[src/rtl/startup_pkg.sv]
// package: states, timing constants and carriers for the startup and fault sequencer
package startup_pkg;
  // clock is 200 MHz
  localparam int unsigned CLK_MHZ = 200;
  // soft-start timeout in microseconds
  localparam int unsigned SOFTSTART_US = 3000;
  localparam int unsigned SOFTSTART_CYC = SOFTSTART_US * CLK_MHZ;
  // fault timer length in microseconds (not documented, plain default)
  localparam int unsigned FAULT_US = 100;
  localparam int unsigned FAULT_CYC = FAULT_US * CLK_MHZ;
  // current limit ramp: 128 equal steps
  localparam int unsigned ILIM_STEPS = 128;
  localparam int unsigned ILIM_W = 8;
  localparam logic [ILIM_W-1:0] ILIM_FULL = 8'h80;
  localparam logic [ILIM_W-1:0] ILIM_ZERO = 8'h00;
  localparam int unsigned TMR_W = 24;
  localparam int unsigned SYNC_N = 7;

  typedef enum logic [2:0] {
    ST_OFF     = 3'b000,
    ST_BOOT    = 3'b001,
    ST_REFUP   = 3'b010,
    ST_SOFT    = 3'b011,
    ST_RUN     = 3'b100,
    ST_LATCHED = 3'b101
  } seq_state_e;

  // synchronised comparator levels
  typedef struct packed {
    logic supply_ok;
    logic rail_ok;
    logic rail_uv;
    logic rail_ov;
    logic fb_low;
    logic ref_ready;
    logic therm_trip;
  } sense_s;

  // enables sent to the analog power stage
  typedef struct packed {
    logic device_en;
    logic converter_en;
    logic openloop_en;
    logic ref_en;
    logic pwm_en;
    logic gate_drive_en;
    logic linreg_en;
    logic switch_ctl_en;
    logic amp_en;
  } ctl_s;
endpackage

[src/rtl/startup_fault_sequencer.sv]
// startup, soft-start and fault latch sequencer for a step-up converter
// ****************************************************************
// How it works
// RQ1: startup begins once the synchronised input supply is above lockout.
// RQ2: input below lockout turns off converter, regulator, switch control, amplifier.
// RQ3: enable only with supply and rail above lockout and no fault latch.
// RQ4: after enable, open-loop switching builds the regulator supply first.
// RQ5: reference powers up only once the internal logic supply is high enough.
// RQ6: reference ready enables PWM and current limit and starts soft-start.
// RQ7: soft-start ramps current limit from zero in 128 equal steps.
// RQ8: soft-start ends at regulation or on timeout, whichever first.
// RQ9: in steady state a low feedback starts the fault timer.
// RQ10: unbroken feedback fault for the timer length sets the fault latch.
// RQ11: fault latch holds until the input supply is cycled.
// RQ12: feedback fault detection is held off during soft-start.
// RQ13: rail undervoltage or overvoltage blocks the gate driver.
// RQ14: rail limits only suspend switching, never set the fault latch.
// RQ15: thermal trip at once sets a latch that shuts everything down.
// RQ16: regulator_disable_n low turns off only the step-up converter.
// RQ17: the outside party cycles the input supply to clear thermal latch.
// RQ18: fault timer and soft-start timeout are cycle-count parameters.
// RQ19: every comparator input passes two flip-flops before use.
// ****************************************************************
module startup_fault_sequencer
  import startup_pkg::*;
#(
  parameter int unsigned SOFTSTART_CYCLES = SOFTSTART_CYC,
  parameter int unsigned FAULT_CYCLES = FAULT_CYC,
  parameter int unsigned STEP_CYCLES = SOFTSTART_CYC / ILIM_STEPS / 2
) (
  // clock and reset
  input wire logic ref_clk,
  input wire logic resetn,
  // comparator levels from the analog side, asynchronous
  input wire logic supply_lockout_ok,
  input wire logic stepup_output_rail_ok,
  input wire logic stepup_output_rail_uv,
  input wire logic stepup_output_rail_ov,
  input wire logic feedback_sense_low,
  input wire logic internal_logic_supply_ok,
  input wire logic ref_ready,
  input wire logic output_in_regulation,
  input wire logic thermal_trip,
  input wire logic regulator_disable_n,
  // controls to the power stage
  output logic device_en,
  output logic converter_en,
  output logic openloop_en,
  output logic ref_en,
  output logic pwm_en,
  output logic gate_drive_en,
  output logic linreg_en,
  output logic switch_ctl_en,
  output logic amp_en,
  output logic [ILIM_W-1:0] ilim_code,
  // status
  output logic fault_latched,
  output logic thermal_latched,
  output logic softstart_active
);
  // ****************************************************************
  // input synchronisation
  // ****************************************************************
  logic [SYNC_N-1:0] raw_a, sync_a;
  logic [2:0] raw_b, sync_b;
  logic [SYNC_N-1:0] sync_b_full;
  sense_s sn;
  logic vl_ok, in_reg, dis_n;

  assign raw_a = {supply_lockout_ok, stepup_output_rail_ok, stepup_output_rail_uv,
                  stepup_output_rail_ov, feedback_sense_low, ref_ready, thermal_trip};
  assign raw_b = {internal_logic_supply_ok, output_in_regulation, regulator_disable_n};

  // RQ19: comparator synchronisers
  sense_sync u_sync_a (
    .ref_clk(ref_clk),
    .resetn(resetn),
    .raw(raw_a),
    .sync(sync_a)
  );

  sense_sync u_sync_b (
    .ref_clk(ref_clk),
    .resetn(resetn),
    .raw({4'h0, raw_b}),
    .sync(sync_b_full)
  );
  // upper bits carry the tied-low padding and are not used
  assign sync_b = sync_b_full[2:0];

  assign sn = sync_a;
  assign vl_ok = sync_b[2];
  assign in_reg = sync_b[1];
  assign dis_n = sync_b[0];

  // ****************************************************************
  // sequencer state
  // ****************************************************************
  seq_state_e st_r, st_nxt;
  logic fault_r, fault_nxt;
  logic therm_r, therm_nxt;
  logic [ILIM_W-1:0] ilim_r, ilim_nxt;
  logic [TMR_W-1:0] ss_cnt_r, ss_cnt_nxt;
  logic [TMR_W-1:0] step_cnt_r, step_cnt_nxt;
  ctl_s ctl_r, ctl_nxt;
  logic soft_r, soft_nxt;
  logic fb_expired;
  logic fb_watch;
  logic run_ok;

  // RQ9: timer only in steady state
  // RQ12: held off during soft-start
  assign fb_watch = (st_r == ST_RUN) && sn.fb_low;

  // RQ10: persistent feedback fault
  // RQ18: fault timer length as parameter
  fault_timer #(
    .LIMIT(TMR_W'(FAULT_CYCLES))
  ) u_fault_timer (
    .ref_clk(ref_clk),
    .resetn(resetn),
    .run(fb_watch),
    .expired(fb_expired)
  );

  // RQ3: enable condition
  assign run_ok = sn.supply_ok && sn.rail_ok && !fault_r && !therm_r;

  always_comb begin
    st_nxt = st_r;
    fault_nxt = fault_r;
    therm_nxt = therm_r;
    ilim_nxt = ilim_r;
    ss_cnt_nxt = ss_cnt_r;
    step_cnt_nxt = step_cnt_r;
    // RQ11: latches hold until input supply drops
    if (!sn.supply_ok) begin
      fault_nxt = 1'b0;
      therm_nxt = 1'b0;
    end
    // RQ15: thermal latch set at once, set wins
    if (sn.therm_trip) begin
      therm_nxt = 1'b1;
    end
    // RQ10: set the fault latch
    // RQ14: rail limits never feed this latch
    if (fb_expired && st_r == ST_RUN) begin
      fault_nxt = 1'b1;
    end
    case (st_r)
      ST_OFF: begin
        ilim_nxt = ILIM_ZERO;
        // RQ1: start when supply is up
        if (run_ok) begin
          st_nxt = ST_BOOT;
        end
      end
      // RQ4: open-loop bootstrap
      ST_BOOT: begin
        // RQ5: reference waits for logic supply
        if (vl_ok) begin
          st_nxt = ST_REFUP;
        end
      end
      ST_REFUP: begin
        // RQ6: reference ready enters soft-start
        if (sn.ref_ready) begin
          st_nxt = ST_SOFT;
          ss_cnt_nxt = '0;
          step_cnt_nxt = '0;
          ilim_nxt = ILIM_ZERO;
        end
      end
      ST_SOFT: begin
        ss_cnt_nxt = ss_cnt_r + 24'h000001;
        // RQ7: one equal step at a time
        if (step_cnt_r >= TMR_W'(STEP_CYCLES) - 24'h000001) begin
          step_cnt_nxt = '0;
          if (ilim_r != ILIM_FULL) begin
            ilim_nxt = ilim_r + 8'h01;
          end
        end else begin
          step_cnt_nxt = step_cnt_r + 24'h000001;
        end
        // RQ8: regulation or timeout ends soft-start
        if (in_reg || ss_cnt_r >= TMR_W'(SOFTSTART_CYCLES) - 24'h000001) begin
          st_nxt = ST_RUN;
          ilim_nxt = ILIM_FULL;
        end
      end
      ST_RUN: begin
        ilim_nxt = ILIM_FULL;
      end
      ST_LATCHED: begin
        ilim_nxt = ILIM_ZERO;
        if (!sn.supply_ok) begin
          st_nxt = ST_OFF;
        end
      end
      default: begin
        st_nxt = ST_OFF;
      end
    endcase
    // RQ2: supply loss or latch shuts the sequence down
    if (fault_nxt || therm_nxt) begin
      st_nxt = ST_LATCHED;
      ilim_nxt = ILIM_ZERO;
    end else if (st_r != ST_OFF && st_r != ST_LATCHED && !run_ok) begin
      st_nxt = ST_OFF;
      ilim_nxt = ILIM_ZERO;
    end
  end

  // ****************************************************************
  // output enables
  // ****************************************************************
  logic active_nxt;
  logic latched_nxt;
  assign active_nxt = st_nxt inside {ST_BOOT, ST_REFUP, ST_SOFT, ST_RUN};
  assign latched_nxt = st_nxt == ST_LATCHED;

  always_comb begin
    ctl_nxt = '0;
    soft_nxt = (st_nxt == ST_SOFT);
    // RQ3: enable tracks sequence activity
    ctl_nxt.device_en = active_nxt;
    // RQ16: disable input stops only the converter
    ctl_nxt.converter_en = active_nxt && dis_n;
    ctl_nxt.openloop_en = (st_nxt == ST_BOOT || st_nxt == ST_REFUP) && dis_n;
    ctl_nxt.ref_en = st_nxt inside {ST_REFUP, ST_SOFT, ST_RUN};
    ctl_nxt.pwm_en = (st_nxt == ST_SOFT || st_nxt == ST_RUN) && dis_n;
    // RQ13: rail out of range blocks the gate driver
    ctl_nxt.gate_drive_en = active_nxt && dis_n && !sn.rail_uv && !sn.rail_ov;
    // RQ2: off on supply loss or latch
    ctl_nxt.linreg_en = active_nxt;
    ctl_nxt.switch_ctl_en = sn.supply_ok && !latched_nxt;
    ctl_nxt.amp_en = sn.supply_ok && !latched_nxt;
  end

  always_ff @(posedge ref_clk) begin
    if (!resetn) begin
      st_r <= ST_OFF;
      fault_r <= 1'b0;
      therm_r <= 1'b0;
      ilim_r <= ILIM_ZERO;
      ss_cnt_r <= '0;
      step_cnt_r <= '0;
      ctl_r <= '0;
      soft_r <= 1'b0;
    end else begin
      st_r <= st_nxt;
      fault_r <= fault_nxt;
      therm_r <= therm_nxt;
      ilim_r <= ilim_nxt;
      ss_cnt_r <= ss_cnt_nxt;
      step_cnt_r <= step_cnt_nxt;
      ctl_r <= ctl_nxt;
      soft_r <= soft_nxt;
    end
  end

  assign device_en = ctl_r.device_en;
  assign converter_en = ctl_r.converter_en;
  assign openloop_en = ctl_r.openloop_en;
  assign ref_en = ctl_r.ref_en;
  assign pwm_en = ctl_r.pwm_en;
  assign gate_drive_en = ctl_r.gate_drive_en;
  assign linreg_en = ctl_r.linreg_en;
  assign switch_ctl_en = ctl_r.switch_ctl_en;
  assign amp_en = ctl_r.amp_en;
  assign ilim_code = ilim_r;
  assign fault_latched = fault_r;
  assign thermal_latched = therm_r;
  assign softstart_active = soft_r;

  // ****************************************************************
  // assertions
  // ****************************************************************
  a_enable_needs_ok: assert property (@(posedge ref_clk) disable iff (!resetn) // RQ3
    device_en |-> $past(sn.supply_ok) && $past(sn.rail_ok) && !fault_r && !therm_r)
    else $error("enable without supply and rail ok");
  a_fault_off: assert property (@(posedge ref_clk) disable iff (!resetn) // RQ10
    $rose(fault_r) |=> !device_en && !linreg_en && !amp_en && !switch_ctl_en)
    else $error("fault latch did not shut down");
  a_fault_holds: assert property (@(posedge ref_clk) disable iff (!resetn) // RQ11
    fault_r && sn.supply_ok |=> fault_r)
    else $error("fault latch cleared with supply up");
  a_soft_no_fault: assert property (@(posedge ref_clk) disable iff (!resetn) // RQ12
    st_r == ST_SOFT |=> !fb_expired && !fault_r)
    else $error("fault timer ran in soft-start");
  a_gate_blocked: assert property (@(posedge ref_clk) disable iff (!resetn) // RQ13
    sn.rail_ov || sn.rail_uv |=> !gate_drive_en)
    else $error("gate driver on with rail out of range");
  a_therm_latch: assert property (@(posedge ref_clk) disable iff (!resetn) // RQ15
    sn.therm_trip |=> therm_r ##1 !device_en && !amp_en)
    else $error("thermal trip not latched");
  a_ilim_step: assert property (@(posedge ref_clk) disable iff (!resetn) // RQ7
    st_r == ST_SOFT && $past(st_r) == ST_SOFT |-> ilim_r - $past(ilim_r) <= 8'h01)
    else $error("current limit stepped more than one");
  a_soft_end: assert property (@(posedge ref_clk) disable iff (!resetn) // RQ8
    st_r == ST_SOFT && in_reg && !fault_nxt && !therm_nxt && run_ok |=> st_r == ST_RUN)
    else $error("soft-start did not end at regulation");
  a_supply_drop: assert property (@(posedge ref_clk) disable iff (!resetn) // RQ2
    !sn.supply_ok |=> !converter_en && !linreg_en && !amp_en)
    else $error("supply loss did not shut down");
  a_disable_conv: assert property (@(posedge ref_clk) disable iff (!resetn) // RQ16
    !dis_n |=> !converter_en && !pwm_en)
    else $error("converter on while disabled");
endmodule

[src/rtl/sense_sync.sv]
// two-flop synchroniser for a bundle of comparator levels
module sense_sync
  import startup_pkg::*;
(
  // clock and reset
  input wire logic ref_clk,
  input wire logic resetn,
  // raw and synchronised levels
  input wire logic [SYNC_N-1:0] raw,
  output logic [SYNC_N-1:0] sync
);
  logic [SYNC_N-1:0] meta_r, meta_nxt;
  logic [SYNC_N-1:0] sync_r, sync_nxt;

  // RQ19: two flops per input
  always_comb begin
    meta_nxt = raw;
    sync_nxt = meta_r;
  end

  always_ff @(posedge ref_clk) begin
    if (!resetn) begin
      meta_r <= '0;
      sync_r <= '0;
    end else begin
      meta_r <= meta_nxt;
      sync_r <= sync_nxt;
    end
  end

  assign sync = sync_r;
endmodule

[src/rtl/fault_timer.sv]
// counter that fires after a level has stood unbroken for a set number of cycles
module fault_timer
  import startup_pkg::*;
#(
  parameter logic [TMR_W-1:0] LIMIT = 24'h000100
) (
  // clock and reset
  input wire logic ref_clk,
  input wire logic resetn,
  // condition and expiry
  input wire logic run,
  output logic expired
);
  logic [TMR_W-1:0] cnt_r, cnt_nxt;
  logic exp_r, exp_nxt;

  // any break in the condition restarts the count
  always_comb begin
    cnt_nxt = '0;
    exp_nxt = 1'b0;
    if (run) begin
      if (cnt_r >= LIMIT - 24'h000001) begin
        cnt_nxt = cnt_r;
        exp_nxt = 1'b1;
      end else begin
        cnt_nxt = cnt_r + 24'h000001;
      end
    end
  end

  always_ff @(posedge ref_clk) begin
    if (!resetn) begin
      cnt_r <= '0;
      exp_r <= 1'b0;
    end else begin
      cnt_r <= cnt_nxt;
      exp_r <= exp_nxt;
    end
  end

  assign expired = exp_r;
endmodule

[config.mk]
export PLATFORM = sky130hd
export DESIGN_NAME = startup_fault_sequencer
export DESIGN_NICKNAME = d
export VERILOG_FILES = /design/src/rtl/startup_pkg.sv /design/src/rtl/startup_fault_sequencer.sv /design/src/rtl/sense_sync.sv /design/src/rtl/fault_timer.sv
export SDC_FILE = /design/constraint.sdc
export NUM_CORES = 1
export LEC_CHECK = 0
export BUFFER_PORTS_ARGS = -buffer_cell sky130_fd_sc_hd__buf_4
export CORE_AREA = 3 3 92 94
export DETAILED_ROUTE_END_ITERATION = 12
export DIE_AREA = 0 0 95 97
export GPL_ROUTABILITY_DRIVEN = 0
export PLACE_DENSITY = 0.83
export SLEW_MARGIN = 20
export SYNTH_ARGS = -nofsm -noshare
export SYNTH_HDL_FRONTEND = slang
export SYNTH_SLANG_ARGS = --single-unit
[constraint.sdc]
create_clock -name ref_clk -period 5.8 [get_ports ref_clk]
set_input_delay 0.87 -clock ref_clk [delete_from_list [all_inputs] [get_ports ref_clk]]
set_output_delay 0.87 -clock ref_clk [all_outputs]
set_load 0.05 [all_outputs]
Word-level counts from Yosys, hierarchy flattened
Index checks and enable logic that the tools add are counted.
{"block": "word_totals", "regBits": 114, "input_bits": 12, "out_inout_bits": 20, "wordCells": 99}
{"block": "classes", "add_sub_neg": 4, "magnitude_cmp": 3, "n_eq_ne": 15, "n_mux": 22, "n_bitwise": 1, "reduce_logical": 34}
{"cell": "$pmux W24 S2", "n": 2}
{"cell": "$add A24 B1 Y24 const B", "n": 3}
{"cell": "$mux W24", "n": 2}
{"cell": "$mux W8", "n": 4}
{"cell": "$pmux W8 S4", "n": 1}
{"cell": "$ge A24 B12 Y1 const B", "n": 1}
{"cell": "$ge A24 B15 Y1 const B", "n": 1}
{"cell": "$ge A24 B20 Y1 const B", "n": 1}
{"cell": "$mux W3", "n": 7}
{"cell": "$pmux W3 S6", "n": 1}
{"cell": "$logic_and A1 B1 Y1", "n": 13}
{"cell": "$eq A3 B2 Y1 const B", "n": 4}
{"cell": "$eq A3 B3 Y1 const B", "n": 4}
{"cell": "$ne A3 B3 Y1 const B", "n": 3}
{"cell": "$add A8 B1 Y8 const B", "n": 1}
{"cell": "$ne A8 B8 Y1 const B", "n": 1}
{"cell": "$reduce_bool A4 Y1", "n": 2}
{"cell": "$eq A3 B1 Y1 const B", "n": 2}
{"cell": "$logic_not A1 Y1", "n": 6}
{"cell": "$reduce_bool A3 Y1", "n": 2}
{"cell": "$mux W1", "n": 5}
{"cell": "$logic_or A1 B1 Y1", "n": 4}
{"cell": "$reduce_and A2 Y1", "n": 2}
{"cell": "$reduce_and A4 Y1", "n": 1}
{"cell": "other kinds (6)", "n": 6}

Longest topological paths before layout
{"block": "logic_depth", "ltp_word": 12, "ltp_mapped": 9, "ltp_nobuf": 8}

By module
Synthesis repeated with hierarchy kept, for this count alone.
{"block": "unflattened", "cells_unflattened": 612, "hier_area_um2": 5376.4}
{"mod": "startup_fault_sequencer", "instances": 1, "cells_per_inst": 440, "area_each_um2": 3530.9, "seq_area_each_um2": 1381.3}
{"mod": "fault_timer", "instances": 1, "cells_per_inst": 114, "area_each_um2": 1062.3, "seq_area_each_um2": 500.5}
{"mod": "sense_sync", "instances": 2, "cells_per_inst": 29, "area_each_um2": 391.6, "seq_area_each_um2": 280.3}

Worst setup path before layout
No wires, ideal clock.
{"block": "synth_timing", "path_type": "reg-to-reg", "start": "register ilim_r[0], in the netlist ilim_code[0]", "end": "register ilim_r[6], in the netlist ilim_code[6]", "setup_time_ps": 70, "arrival_time_ps": 2077, "required_time_ps": 5730, "setup_slack_ps": 3653, "path_stages_with_launch": 10, "n_path_buf": 1, "period_less_slack_ps": 2147, "cell_sequence": "dfxtp_1 > inv_1 > ha_1 > nor4b_1 > and3_1 > inv_1 > a21oi_2 > buf_6 > or4_1 > a21oi_1"}
{"block": "synth_between", "elab_chain_cells": 5, "word_cells_on_any_way": 8, "cone_classes": "add/sub (1); eq/ne (2); mux (4); reduce/logical (1)"}
{"item": "start, declared", "line": "startup_fault_sequencer.sv:102", "rtl": "logic [ILIM_W-1:0] ilim_r, ilim_nxt;"}
{"item": "start signal, assigned", "line": "startup_fault_sequencer.sv:254", "rtl": "ilim_r <= ilim_nxt;"}
{"item": "$add A8 B1 Y8", "line": "startup_fault_sequencer.sv:180", "rtl": "ilim_nxt = ilim_r + 8'h01;"}
{"item": "$mux W8", "line": "startup_fault_sequencer.sv:179", "rtl": "if (ilim_r != ILIM_FULL) begin"}
{"item": "$mux W8", "line": "startup_fault_sequencer.sv:177", "rtl": "if (step_cnt_r >= TMR_W'(STEP_CYCLES) - 24'h000001) begin"}
{"item": "$mux W8", "line": "startup_fault_sequencer.sv:186", "rtl": "if (in_reg || ss_cnt_r >= TMR_W'(SOFTSTART_CYCLES) - 24'h000001) begin"}
{"item": "$pmux W8 S4", "line": "startup_fault_sequencer.sv:150", "rtl": "case (st_r)"}
Parallel ways exist; a longest one is shown, timed or not. The select of a mux whose other input is x is not followed.
A chain may end at the register's enable or synchronous reset.

Worst setup path after layout
{"block": "layout_timing", "start": "register st_r[0]", "end": "register ss_cnt_r[22]"}
{"block": "layout_between", "elab_chain_cells": 3, "word_cells_on_any_way": 6, "cone_classes": "eq/ne (3); mux (1); reduce/logical (2)"}
{"item": "start, declared", "line": "startup_fault_sequencer.sv:99", "rtl": "seq_state_e st_r, st_nxt;"}
{"item": "start signal, assigned", "line": "startup_fault_sequencer.sv:251", "rtl": "st_r <= st_nxt;"}
{"item": "$eq A3 B2 Y1", "line": "startup_fault_sequencer.sv:150"}
{"item": "$ne A2 B1 Y1 (no source line) or $reduce_bool A2 Y1 (tied branches)"}
{"item": "$reduce_and A2 Y1 (no source line)"}
{"item": "end signal, assigned", "line": "startup_fault_sequencer.sv:255", "rtl": "ss_cnt_r <= ss_cnt_nxt;"}
{"item": "end, declared", "line": "startup_fault_sequencer.sv:103", "rtl": "logic [TMR_W-1:0] ss_cnt_r, ss_cnt_nxt;"}
Parallel ways exist; a longest one is shown, timed or not.

==> results.md <==
- Outcome: finished, final reports clean
- Final Hold Fails: 0
- Area of the multi-input gates: 2500 µm²
- Initial antenna violation count: 0
- Share of layout cells above drive strength 1: 13.5%
- Leading cell type by number of instances after synthesis: dfxtp_1
- Data required time of the worst path: 6190 ps
- FP Rows: 32
- Synth top area cells: dfxtp_1 (46%), and2_1 (5.0%), nor2_1 (4.4%)
- Final wirelength: 11000 µm
- CP top delay family: simple AND/OR/NAND/NOR gates
- Final setup skew: 11.4 ps
- I/O Buffers: 31
- Die width: 95 µm
- Hold-fix buffers at CTS: 0
- FILL cells: 549
- CP bufs+invs: 0
- Most used DFF post-synth: dfxtp_1
- MaxCap Viol Count: 0
- GRT Total Usage: 25.8%
- Commonest cells in the netlist: dfxtp_1 (114), nor2_1 (58), and2_1 (40)
- Slew margin rel.: 37.4%
- # placed instances: 676
- Fin crit share: 50.0%
- CTS tree: done
- HP Class: register to register
- Register area share after synthesis: 45.7%
- Final instance area: 5810 µm²
- Drt first-iter violations: 252
- Crit path launch type: register
- Post-DRT Antenna Nets: 0
- Fin crit period: 2900 ps
- CP Cell Sequence: nand3b_1 > nor4_2 > nand3_1 > or4_1 > nand4_1 > o31ai_1
- WL/cell: 15.6 µm
- Synth area leader: dfxtp_1
- Number of global-route vias before repair: 4228
- Post-Synthesis Cell Area: 5000 µm²
- Total chip power: 1.89 mW
- Fin nets: 611
- Setup crit end kind: register
- P per Cell Area: 325 nW/µm²
- Critical path class: register to register
- Worst EP arrival: 3290 ps
- Final TNS setup: 0 ps
- Netlist cell types: 61
- Root Buffer: clkbuf_8
- Post-CTS Setup Inserts: 0
- YS warnings: 0
- Die ar.: 9220 µm²
- Final Non-Filler Cells: 708
- # diodes: 0
- Via count: 4298
- Initial Util: 64.7%
- Clk buf depth: 2
- Synthesized flop and latch total: 114
- Worst-Margin Slew: 933 ps
- Hold_ws: 390 ps
- Final setup violation count: 0
- HPWL Detailed: 7040 µm
- Syn_nets: 591
- Largest net degree at the start of global routing: 46
- Max stage delay on crit path: 680 ps
- Worst VDD drop: 0.000240 V
- Drt drc: 0
- Slew Limit Fails: 0
- Ports: 32
- Syn Inst Count: 573
- P&R area growth vs syn: 16.4%
- CTS Sinks: 114
- Core area: 7730 µm²
- RSZ-0062 raised after global routing: false
- Leakage power: 2.21 nW
- Global-route wire length before repair: 19200 µm
- CTS H-tree depth: 4
- Post-CTS sizing: 0
- Die Span Y: 97 µm
- Number of synthesized flops with an enable pin: 0
- 1st-pass router iterations: 6
- Max frequency: 345 MHz
- CTS buffer count: 17
- Post-synth ARST share: 0%
- Syn_area_per_cell: 8.72 µm²
- Crit-path max FO: 22
- Yosys top cell area share: 45.7%
- Slowest-stage cell, CP: nand3b_1
- Cell area after placement: 5220 µm²
- Reg area: 2280 µm²
- Worst-Skew Late Latency: 520 ps
- Avg Vias per Cell: 6.07
- Worst-path clk slew: 60 ps
- Congestion Overflow GR: 0
==> layout make-up <==
type,instances,area share [%]
inverter,16,1.03
sequential,114,39.3
tap,102,2.20
multi-input combinational,410,43.0
timing repair buffer,34,4.39
clock inverter,13,2.73
clock buffer,19,7.43
==> report_power, final <==
part | switching (mW) | total (mW) | internal, mW | leakage (nW)
Clock | 0.371 | 1.04 | 0.665 | 0.296
Combinational | 0.0353 | 0.0549 | 0.0196 | 0.995
Sequential | 0.00650 | 0.799 | 0.793 | 0.923
Total | 0.412 | 1.89 | 1.48 | 2.21
==> cells in the final DEF, fill, tap and decap left out, drive strengths merged, types with 3 or more instances in the layout <==
cell type | synthesis | final
dfxtp | 114 | 114
nor2 | 59 | 59
and2 | 41 | 41
a21oi | 38 | 38
buf | 12 | 34
o21ai | 32 | 32
and3 | 29 | 29
nand3 | 25 | 25
nand2 | 24 | 24
clkbuf | 21 | 19
inv | 16 | 18
nand4 | 17 | 17
nor4 | 13 | 13
a31oi | 10 | 10
xor2 | 10 | 10
or4 | 10 | 10
o31ai | 9 | 9
o211ai | 9 | 9
or3 | 8 | 8
clkinv | 0 | 8
nor3 | 7 | 7
ha | 6 | 6
and4 | 5 | 5
o21a | 5 | 5
nand2b | 5 | 5
mux2i | 4 | 4
a22oi | 4 | 4
nor2b | 4 | 4
nor3b | 4 | 4
a21o | 3 | 3
nand3b | 3 | 3
a311oi | 3 | 3
or2 | 3 | 3
bufinv | 0 | 3
==> sequential cells by signal, indices dropped and copies added (netlist names), 3 cells and up <==
signal / cells
u_sync_a.meta_r: 7
ilim_code: 8
st_r: 3
u_sync_b.sync: 3
u_fault_timer.cnt_r: 24
step_cnt_r: 24
u_sync_b.meta_r: 3
u_sync_a.sync: 7
ss_cnt_r: 24
==> per-layer routing <==
layer	routed length, µm	up-vias	share of wire (%)	GRT usage, %
met5	0	-	0	0
met4	133	0	1.2	8.99
met3	597	16	5.4	7.54
met2	5510	154	50	41.3
met1	4800	2013	44	33.0
li1	-	2115	-	-
==> final timing paths <==
| path | from | end | depth (start not counted) | slack [ps] |
|---|---|---|---|---|
| hold reg to reg | u_sync_a.sync[3] | gate_drive_en | 1 | 390 |
| hold / removal | u_sync_a.sync[3] | gate_drive_en | 1 | 390 |
| setup reg to reg | st_r[0] | ss_cnt_r[22] | 6 | 2900 |
| setup / recovery | st_r[0] | ss_cnt_r[22] | 6 | 2900 |
==> through the flow <==
step / worst slack, ps / util [%]
after detailed placement: 2970 / 67.6
after global placement: 3110 / 67.6
after CTS: 2930 / 75.2
final: 2900 / 75.2
after floorplan: 3650 / -
after global routing: 2620 / 75.2
==> logic make-up after synthesis <==
group	share of synthesized area (%)
muxes	1.25
buffers and inverters	4.33
adders and majority gates	1.50
and+or+nand+nor	29.2
DFF	45.7
AOI/OAI and AO/OA	15.9
xor gates and xnor gates	2.10
Power figures use the tool's default switching activity.
